==> src/cpw_pkg.sv <==
// Constants, types and decoding shared by the charge port control logic
// Summary of operation
// - Wake hold only for pin changes 111 to 011 and 010 to 011
// - Change 110 to 011 is an ordinary mode change, no wake hold
// - Transient 111 seen while leaving 110 enters 111 with output discharge
// - Low-speed attach is detected only in standard or charging-port modes
// - D- level alone is watched; full-speed devices stay unseen
// - With low-speed device seen, command 011 is ignored; switches stay on
// - Momentary D- low while holding starts the wake countdown
// - Countdown expiry with 011 still set moves at once to auto mode
// - Pins 0011 enable the supply wake function
// - Supply wake with load charging holds STATUS low
// - Load under 45 mA over 15 s sets 55 mA limit, releases STATUS
// - Hitting the 55 mA limit drives STATUS low again
// - After STATUS reasserts the output discharges about 330 ms
// - After that discharge the switch returns with the high limit
// - Non-charging standard port uses the low current limit
// - Variant two to charging port by limit pin needs no discharge
// - Charging mode and pins 0111 auto mode assert STATUS after load above low+75 mA 200 ms
// - Charging-port mode asserts STATUS on a primary detection
// - STATUS released after load below low+25 mA for 3 s
// - Data switches stay open during any output discharge
// - Pins 011 with limit select 1 give auto mode with load detect, without supply wake
package cpw_pkg;

   // ===================================================================
   // Timing
   localparam int CLK_PERIOD_NS  = 5;
   localparam int TICK_PERIOD_NS = 1000000;
   localparam int TICK_CYC_DEF   =
      (TICK_PERIOD_NS + CLK_PERIOD_NS - 1) / CLK_PERIOD_NS;
   localparam int TMR_W          = 16;
   localparam logic [TMR_W-1:0] WAKE_MS     = 16'd64;
   localparam logic [TMR_W-1:0] LOAD_ON_MS  = 16'd200;
   localparam logic [TMR_W-1:0] LOAD_OFF_MS = 16'd3000;
   localparam logic [TMR_W-1:0] PW_IDLE_MS  = 16'd15001;
   localparam logic [TMR_W-1:0] PW_DISCH_MS = 16'd330;
   localparam logic [TMR_W-1:0] MODE_DISCH_MS = 16'd10;

   // ===================================================================
   // Pin commands, ordered mode_pin_a, mode_pin_b, mode_pin_c
   localparam logic [2:0] CMD_OFF    = 3'h0;
   localparam logic [2:0] CMD_PWAUTO = 3'h1;
   localparam logic [2:0] CMD_SDP1B  = 3'h2;
   localparam logic [2:0] CMD_AUTO   = 3'h3;
   localparam logic [2:0] CMD_SDP1A  = 3'h6;
   localparam logic [2:0] CMD_CDP    = 3'h7;

   // ===================================================================
   // Register map
   localparam logic [7:0]  ADDR_CTRL   = 8'h00;
   localparam logic [7:0]  ADDR_STATE  = 8'h04;
   localparam int          CTRL_WAKE_BIT = 0;
   localparam int          CTRL_LOAD_BIT = 1;
   localparam logic [1:0]  CTRL_RESET  = 2'h3;
   localparam int          ST_STATUS_BIT = 0;
   localparam int          ST_PWLOW_BIT  = 1;
   localparam int          ST_PPM_BIT    = 2;
   localparam int          ST_LS_BIT     = 3;
   localparam int          ST_HOLD_BIT   = 4;
   localparam int          ST_MODE_LSB   = 8;

   typedef enum logic [2:0] {
      MODE_OFF, MODE_STANDARD_PORT_VARIANT_ONE, MODE_STANDARD_PORT_VARIANT_TWO, MODE_CDP,
      MODE_AUTO, MODE_FORCED, MODE_DISCH
   } cpw_mode_t;

   // ===================================================================
   // Pin decode to operating mode
   function automatic cpw_mode_t cpw_decode(input logic [2:0] cmd,
                                            input logic       lim);
      cpw_mode_t m;
      m = MODE_FORCED;
      unique case (cmd)
         CMD_OFF:    m = MODE_OFF;
         CMD_SDP1A,
         CMD_SDP1B:  m = MODE_STANDARD_PORT_VARIANT_ONE;
         CMD_CDP:    m = lim ? MODE_CDP : MODE_STANDARD_PORT_VARIANT_TWO;
         CMD_AUTO,
         CMD_PWAUTO: m = MODE_AUTO;
         default:    m = MODE_FORCED;
      endcase
      return m;
   endfunction

   function automatic logic cpw_is_data_mode(input cpw_mode_t m);
      return (m == MODE_STANDARD_PORT_VARIANT_ONE) || (m == MODE_STANDARD_PORT_VARIANT_TWO) || (m == MODE_CDP);
   endfunction

endpackage

==> src/cpw_timer_if.sv <==
// Control and result signals of one tick-based interval timer
`timescale 1ns/1ps
`default_nettype none
interface cpw_timer_if #(parameter int W = 16);
   logic         run;
   logic         tick;
   logic [W-1:0] limit;
   logic         done;
   modport ctrl (output run, output tick, output limit, input done);
   modport tmr  (input run, input tick, input limit, output done);
endinterface
`default_nettype wire

==> src/cpw_tick_timer.sv <==
// Interval timer counting tick pulses while its run level is held
`timescale 1ns/1ps
`default_nettype none
module cpw_tick_timer
   import cpw_pkg::*;
#(
   parameter int W = TMR_W
)(
   input  wire logic mclk,
   input  wire logic rst_n,
   cpw_timer_if.tmr  t
);
   logic [W-1:0] cnt_q;

   // Restarts whenever run drops
   always_ff @(posedge mclk or negedge rst_n) begin
      if (!rst_n) begin
         cnt_q <= '0;
      end else if (!t.run) begin
         cnt_q <= '0;
      end else if (t.tick && (cnt_q != t.limit)) begin
         cnt_q <= cnt_q + 1'b1;
      end
   end

   assign t.done = t.run && (cnt_q == t.limit);
endmodule
`default_nettype wire

==> src/cpw_charge_port_ctrl.sv <==
// Charge port mode, wake hold and load detect control with APB registers
`timescale 1ns/1ps
`default_nettype none
module cpw_charge_port_ctrl
   import cpw_pkg::*;
#(
   parameter int TICK_CYC = TICK_CYC_DEF
)(
   input  wire logic        mclk,
   input  wire logic        rst_n,
   input  wire logic        psel,
   input  wire logic        penable,
   input  wire logic        pwrite,
   input  wire logic [7:0]  paddr,
   input  wire logic [31:0] pwdata,
   output logic      [31:0] prdata,
   output logic             pready,
   output logic             pslverr,
   input  wire logic        modePinA,
   input  wire logic        modePinB,
   input  wire logic        modePinC,
   input  wire logic        limitSelectPin,
   input  wire logic        dMinusHigh,
   input  wire logic        loadAboveOn,
   input  wire logic        loadBelowOff,
   input  wire logic        loadBelow45,
   input  wire logic        limit55Hit,
   input  wire logic        primaryDetect,
   output logic             statusO,
   output logic             statusOe_n,
   output logic             dataSwitchOn,
   output logic             dischargeOn,
   output logic             powerSwitchOn,
   output logic             highLimitOn,
   output logic             supplyWakeLimitOn
);
   localparam int TW = $clog2(TICK_CYC + 1);

   logic [2:0]    cmd;
   cpw_mode_t     target;
   cpw_mode_t     mode_q;
   cpw_mode_t     retMode_q;
   logic [2:0]    lastCmd_q;
   logic [1:0]    ctrl_q;
   logic [TW-1:0] tickCnt_q;
   logic          tick;
   logic          lsSeen_q;
   logic          dMinusPrev_q;
   logic          wakeRun_q;
   logic          dischPw_q;
   logic          pwLow_q;
   logic          ppm_q;
   logic          hold;
   logic          pwMode;
   logic          pwActive;
   logic          loadDet;
   logic          statusLow;
   logic          noDisch;
   logic          apbAccess;
   logic          addrOk;
   logic [31:0]   prdata_q;

   cpw_timer_if #(.W(TMR_W)) wakeIf ();
   cpw_timer_if #(.W(TMR_W)) qualIf ();
   cpw_timer_if #(.W(TMR_W)) dischIf ();

   cpw_tick_timer #(.W(TMR_W)) uWake (.mclk(mclk), .rst_n(rst_n),
                                      .t(wakeIf));
   cpw_tick_timer #(.W(TMR_W)) uQual (.mclk(mclk), .rst_n(rst_n),
                                      .t(qualIf));
   cpw_tick_timer #(.W(TMR_W)) uDisch (.mclk(mclk), .rst_n(rst_n),
                                       .t(dischIf));

   // ===================================================================
   // Millisecond tick
   always_ff @(posedge mclk or negedge rst_n) begin
      if (!rst_n) begin
         tickCnt_q <= '0;
      end else if (tickCnt_q == TW'(TICK_CYC - 1)) begin
         tickCnt_q <= '0;
      end else begin
         tickCnt_q <= tickCnt_q + 1'b1;
      end
   end
   assign tick = (tickCnt_q == TW'(TICK_CYC - 1));

   // ===================================================================
   // Command decode and wake hold
   assign cmd    = {modePinA, modePinB, modePinC};
   assign target = cpw_decode(cmd, limitSelectPin);
   assign pwMode = (cmd == CMD_PWAUTO) && limitSelectPin;
   assign pwActive = pwMode && (mode_q == MODE_AUTO);
   assign loadDet  = ctrl_q[CTRL_LOAD_BIT] &&
                     ((mode_q == MODE_CDP) ||
                      ((mode_q == MODE_AUTO) && (cmd == CMD_AUTO) &&
                       limitSelectPin));

   assign hold = ctrl_q[CTRL_WAKE_BIT] && lsSeen_q &&
                 cpw_is_data_mode(mode_q) && (cmd == CMD_AUTO) &&
                 ((lastCmd_q == CMD_CDP) ||
                  (lastCmd_q == CMD_SDP1B));

   assign noDisch = ((mode_q == MODE_STANDARD_PORT_VARIANT_TWO) && (target == MODE_CDP)) ||
                    ((mode_q == MODE_CDP) && (target == MODE_STANDARD_PORT_VARIANT_TWO)) ||
                    (mode_q == MODE_OFF) || (target == MODE_OFF);

   // Low-speed idle device seen on D- while data path is active
   always_ff @(posedge mclk or negedge rst_n) begin
      if (!rst_n) begin
         lsSeen_q <= 1'b0;
      end else if (!cpw_is_data_mode(mode_q)) begin
         lsSeen_q <= 1'b0;
      end else if (dMinusHigh) begin
         lsSeen_q <= 1'b1;
      end
   end

   // Last command honoured, frozen while the hold is in force
   always_ff @(posedge mclk or negedge rst_n) begin
      if (!rst_n) begin
         lastCmd_q <= CMD_OFF;
      end else if (!hold && (mode_q != MODE_DISCH)) begin
         lastCmd_q <= cmd;
      end
   end

   // Wake countdown armed by a D- low pulse
   always_ff @(posedge mclk or negedge rst_n) begin
      if (!rst_n) begin
         dMinusPrev_q <= 1'b0;
         wakeRun_q    <= 1'b0;
      end else begin
         dMinusPrev_q <= dMinusHigh;
         if (!hold) begin
            wakeRun_q <= 1'b0;
         end else if (dMinusPrev_q && !dMinusHigh) begin
            wakeRun_q <= 1'b1;
         end
      end
   end

   assign wakeIf.run   = wakeRun_q && hold;
   assign wakeIf.tick  = tick;
   assign wakeIf.limit = WAKE_MS;

   // ===================================================================
   // Mode sequencing
   always_ff @(posedge mclk or negedge rst_n) begin
      if (!rst_n) begin
         mode_q    <= MODE_OFF;
         retMode_q <= MODE_OFF;
         dischPw_q <= 1'b0;
      end else if (mode_q == MODE_DISCH) begin
         if (dischIf.done) begin
            mode_q <= retMode_q;
         end
      end else if (hold) begin
         if (wakeIf.done) begin
            mode_q <= MODE_AUTO;
         end
      end else if (pwActive && pwLow_q && limit55Hit) begin
         mode_q    <= MODE_DISCH;
         retMode_q <= MODE_AUTO;
         dischPw_q <= 1'b1;
      end else if (target != mode_q) begin
         if (noDisch) begin
            mode_q <= target;
         end else begin
            mode_q    <= MODE_DISCH;
            retMode_q <= target;
            dischPw_q <= 1'b0;
         end
      end
   end

   assign dischIf.run   = (mode_q == MODE_DISCH);
   assign dischIf.tick  = tick;
   assign dischIf.limit = dischPw_q ? PW_DISCH_MS : MODE_DISCH_MS;

   // ===================================================================
   // Supply wake and load detect
   always_comb begin
      qualIf.run   = 1'b0;
      qualIf.limit = LOAD_ON_MS;
      if (pwActive && !pwLow_q) begin
         qualIf.run   = loadBelow45;
         qualIf.limit = PW_IDLE_MS;
      end else if (loadDet && !ppm_q) begin
         qualIf.run   = loadAboveOn;
         qualIf.limit = LOAD_ON_MS;
      end else if (loadDet) begin
         qualIf.run   = loadBelowOff;
         qualIf.limit = LOAD_OFF_MS;
      end
   end
   assign qualIf.tick = tick;

   always_ff @(posedge mclk or negedge rst_n) begin
      if (!rst_n) begin
         pwLow_q <= 1'b0;
      end else if (!pwActive) begin
         pwLow_q <= 1'b0;
      end else if (!pwLow_q && qualIf.done) begin
         pwLow_q <= 1'b1;
      end else if (pwLow_q && limit55Hit) begin
         pwLow_q <= 1'b0;
      end
   end

   always_ff @(posedge mclk or negedge rst_n) begin
      if (!rst_n) begin
         ppm_q <= 1'b0;
      end else if (!loadDet) begin
         ppm_q <= 1'b0;
      end else if (!ppm_q) begin
         if (qualIf.done ||
             (primaryDetect && (mode_q == MODE_CDP))) begin
            ppm_q <= 1'b1;
         end
      end else if (qualIf.done) begin
         ppm_q <= 1'b0;
      end
   end

   // ===================================================================
   // Pin outputs
   assign statusLow  = pwMode ? !pwLow_q : ppm_q;
   assign statusO    = 1'b0;
   assign statusOe_n = !statusLow;
   assign dataSwitchOn  = cpw_is_data_mode(mode_q);
   assign dischargeOn   = (mode_q == MODE_DISCH);
   assign powerSwitchOn = (mode_q != MODE_OFF) && (mode_q != MODE_DISCH);
   assign highLimitOn   = (mode_q == MODE_CDP) || (mode_q == MODE_AUTO) ||
                          (mode_q == MODE_FORCED) ||
                          ((mode_q == MODE_STANDARD_PORT_VARIANT_ONE) && limitSelectPin);
   assign supplyWakeLimitOn = pwActive && pwLow_q;

   // ===================================================================
   // APB slave, zero wait states
   assign apbAccess = psel && penable;
   assign addrOk    = (paddr == ADDR_CTRL) || (paddr == ADDR_STATE);
   assign pready    = 1'b1;
   assign pslverr   = apbAccess && !addrOk;
   assign prdata    = prdata_q;

   always_ff @(posedge mclk or negedge rst_n) begin
      if (!rst_n) begin
         ctrl_q <= CTRL_RESET;
      end else if (apbAccess && pwrite && (paddr == ADDR_CTRL)) begin
         ctrl_q <= pwdata[1:0];
      end
   end

   always_ff @(posedge mclk or negedge rst_n) begin
      if (!rst_n) begin
         prdata_q <= 32'h0000_0000;
      end else if (psel && !penable) begin
         prdata_q <= 32'h0000_0000;
         if (paddr == ADDR_CTRL) begin
            prdata_q[1:0] <= ctrl_q;
         end else if (paddr == ADDR_STATE) begin
            prdata_q[ST_STATUS_BIT] <= statusLow;
            prdata_q[ST_PWLOW_BIT]  <= pwLow_q;
            prdata_q[ST_PPM_BIT]    <= ppm_q;
            prdata_q[ST_LS_BIT]     <= lsSeen_q;
            prdata_q[ST_HOLD_BIT]   <= hold;
            prdata_q[ST_MODE_LSB +: 3] <= mode_q;
         end
      end
   end
endmodule
`default_nettype wire

==> config.mk <==
export PLATFORM = sky130hd
export DESIGN_NAME = cpw_charge_port_ctrl
export DESIGN_NICKNAME = d
export VERILOG_FILES = /design/src/cpw_pkg.sv /design/src/cpw_timer_if.sv /design/src/cpw_tick_timer.sv /design/src/cpw_charge_port_ctrl.sv
export SDC_FILE = /design/constraint.sdc
export NUM_CORES = 1
export LEC_CHECK = 0
export BUFFER_PORTS_ARGS = -buffer_cell sky130_fd_sc_hd__buf_2
export CORE_MARGIN = 4
export CORE_UTILIZATION = 62
export DETAILED_ROUTE_END_ITERATION = 8
export PLACE_DENSITY = 0.87
export SLEW_MARGIN = 40
export SYNTH_ARGS = -nofsm -noshare
export SYNTH_HDL_FRONTEND = slang
export SYNTH_HIERARCHICAL = 1
export SYNTH_SLANG_ARGS = --single-unit
export TNS_END_PERCENT = 10
==> constraint.sdc <==
create_clock -name mclk -period 7.2 [get_ports mclk]
set_input_delay 0.36 -clock mclk [delete_from_list [all_inputs] [get_ports mclk]]
set_output_delay 0.36 -clock mclk [all_outputs]
set_load 0.01 [all_outputs]
==> metrics.yaml <==
clocking:
  cts_sinks: 91
  cts_resized: 0
  cts_buffer_depth: 2
  ctsHoldBuffers: 1
  cts_root_buffer: "clkbuf_8"
  cts_tree: "yes"
  cts_buffers: 9
  cts_setup_buffers: 0
  cts.htree.levels: 3
  path_clk_slew_ns: 0.10
  clock_latency_ns: 0.36
route:
  drc: 0
  drt_first_pass_iters: 5
  postRouteAntennaNets: 0
  wl_met1_mm: 5.34
  wl_met2_mm: 6.34
  drt_wl_total_mm: 12.5
  drt-initial-drc-count: 346
  routed.top_layer: "met4"
  viasPerCell: 5.93
  route.met3.wl_um: 608
  routedWlPerCell_um: 15.6
  via_count: 4745
status:
  status: "completed"
layout:
  regArea_um2: 2280
  fin_nets: 746
  multiInputGateArea_um2: 3300
  area_growth_pct: 8.76
  drive_above_1_share: 0.145
  final_util: 0.704
  stdcell_area_um2: 6260
  antenna_cells: 0
  fillers: 641
worst_setup_path:
  worst-path-max-fanout: 15
  cp_slowest_stage_delay_ns: 0.64
  crit_path_cell_trace: "nor2_1, nand3_1, nor2_1, a31oi_1, inv_1, xnor2_1, nand4_1, nor4_4, buf_6, and2_1, a211oi_1, a211oi_1"
  cp.arrival_ns: 3.65
  path_class: "flip-flop to flip-flop"
  reg2reg_slack_ns: 3.81
  end_kind: "flip-flop"
  start_kind: "flip-flop"
  critPathRequiredTime_ns: 7.46
  cp_slowest_cell: "nor4_4"
placement:
  dp_slack_ns: 3.72
  dp_hpwl_mm: 8.97
  port_buffers: 39
  gp_congestion: 0.849
  dpl_cell_area_um2: 6050
power_and_ir_drop:
  p_leak_nw: 2.61
  power_frac_clock: 0.314
  power_density_nw_per_um2: 183
  p_switching_w: 0.000361
  peakVddDrop_uv: 212
  combPwrFrac: 0.195
  swShare: 0.315
  seq_power_share: 0.491
  internal_power_w: 0.000787
logic_synthesis:
  yosys_warnings: 6
  synth_top_family_by_area: "simple AND/OR/NAND/NOR gates"
  netlist_instances: 614
  synth_compound_area_frac: 0.124
  ys_types: 59
  syn_area_per_cell_um2: 9.38
  yosys.area_share.simple: 0.257
  ys_seq_elements: 91
  syn-cell-area_um2: 5760
  synth_edf_count: 0
  synth_fa_ha_area_frac: 0.00869
  synth.area.mux_share: 0.0428
  ys_async_sr_fraction: 1.00
  yosys_most_used_dff: "dfrtp_1"
  synth_xor_area_frac: 0.0973
  yosysSeqAreaShare: 0.396
floorplanning:
  num_rows: 34
  ios: 96
  die_area_um2: 10900
  die_x_um: 104
  die_y_um: 104
  start_util: 0.648
  core_um2: 8890
sta:
  tightest_slew_ns: 0.709
  tns_ns: 0
  grt_setup_unrepaired: "no"
  final_hold_viol_count: 0
  min_period_over_period: 0.470
  fmax_mhz: 295
  drv_slew: 0
  final.min_clock_period_ns: 3.39
  relSlewSlack: 0.523
  final-setup-viol-count: 0
  finClkSkew_ns: 0.0151
  layout_setup_ws_ns: 3.81
grt:
  antenna_found_initial: 0
  grt_first_pass_wirelength_mm: 21.7
  grt_pass1_vias: 4744
  grt_overflow_total: 0
  grt_max_degree: 58
  grt_use_total: 0.237
run:
  max_cap_viol_count: 0
hold_path:
  hold_class: "input port to flip-flop"
power by group through the flow:
stage	sequential, W	clock (W)	combinational (W)
2_1_floorplan	0.000555	0	0.000189
3_5_place_dp	0.000572	0	0.000223
4_1_cts	0.000563	0.000369	0.000224
3_3_place_gp	0.000570	0	0.000216
5_1_grt	0.000568	0.000392	0.000251
6_report	0.000564	0.000360	0.000224
cell usage in the layout, fill, tap and decap left out, types with 12 or more instances in the layout:
| cell | Yosys | final |
|---|---|---|
| nand2_1 | 54 | 54 |
| nand4_1 | 37 | 37 |
| xnor2_1 | 57 | 57 |
| inv_1 | 21 | 21 |
| a21oi_1 | 36 | 36 |
| or3_2 | 12 | 12 |
| nand2b_1 | 18 | 18 |
| o21ai_0 | 25 | 25 |
| nand3_1 | 22 | 22 |
| conb_1 | 2 | 63 |
| o31ai_1 | 19 | 19 |
| buf_2 | 4 | 38 |
| mux2i_1 | 16 | 16 |
| or4_1 | 15 | 15 |
| dfrtp_1 | 89 | 89 |
| nor2_1 | 23 | 23 |
layout make-up:
type                    count  area share
well taps                 108      0.0216
clock buffers               9      0.0198
multi-input cells         516       0.526
inverters                  22      0.0132
repair buffers             47      0.0421
clock inverters             7      0.0132
flip-flops and latches     91       0.364
worst paths after layout:
check / start / to / cells after the start
worst max-delay path: mode_q[1]$_DFFE_PN0P_ / ppm_q$_DFF_PN0_ / 12
worst min-delay path: dMinusHigh / dMinusPrev_q$_DFF_PN0_ / 1
worst max register to register: mode_q[1]$_DFFE_PN0P_ / ppm_q$_DFF_PN0_ / 12
worst min register to register: wakeRun_q$_DFFE_PN0P_ / wakeRun_q$_DFFE_PN0P_ / 1
max in group asynchronous: rst_n / uWake/cnt_q[6]$_DFFE_PN0P_ / 3
min in group asynchronous: rst_n / uDisch/cnt_q[11]$_DFFE_PN0P_ / 2
worst max-delay path: cells and delay by family, from the launching register on:
kind	cells	cell delay, ns
and+or+nand+nor	6	1.80
DFF	1	0.54
buffers and inverters	2	0.41
AOI/OAI and AO/OA	3	0.40
xor gates and xnor gates	1	0.13
metal layers:
metal / vias to the layer above / track usage
met2: 158 / 0.417
met3: 21 / 0.0335
met5: - / 0
li1: 2282 / -
met1: 2284 / 0.298
met4: 0 / 0.0836
kinds of logic (layout without fill, tap and decap cells):
group                    count (synthesis)  count (layout)
multiplexers                            23              23
AND/OR/NAND/NOR                        250             250
flip-flops                              91              91
AO/OA/AOI/OAI                          112             112
other                                    2              63
adder cells (fa/ha/maj)                  4               4
XOR/XNOR                                64              64
buffers and inverters                   68              85
state kept, by name, summed over array words and instances (netlist names):
| signal | flops |
|---|---|
| tickCnt_q | 18 |
| uDisch/cnt_q | 16 |
| uQual/cnt_q | 16 |
| uWake/cnt_q | 16 |
| prdata | 8 |
| lastCmd_q | 3 |
| mode_q | 3 |
| retMode_q | 3 |
| ctrl_q | 2 |
| dMinusPrev_q | 1 |
| dischPw_q | 1 |
| lsSeen_q | 1 |
| ppm_q | 1 |
| pwLow_q | 1 |
| wakeRun_q | 1 |
stage by stage:
stage	total power [W]	hold slack (ns)	instances
2_1_floorplan	0.000744	0.0644	675
3_3_place_gp	0.000786	0.339	780
3_5_place_dp	0.000795	0.350	783
4_1_cts	0.00116	0.160	800
5_1_grt	0.00121	0.159	800
6_report	0.00115	0.168	800
cell usage after synthesis (all sizes together) (16+ instances only):
cell,count,area (um^2)
or3,18,128
nand3,22,110
nand4,37,231
o21ai,25,125
nor2,23,86.3
a21oi,36,180
inv,22,82.6
o31ai,19,143
mux2i,16,160
buf,36,283
dfrtp,89,2230
nand2,54,203
xnor2,57,499
nand2b,21,154
or4,17,135
Power figures use the tool's default switching activity.
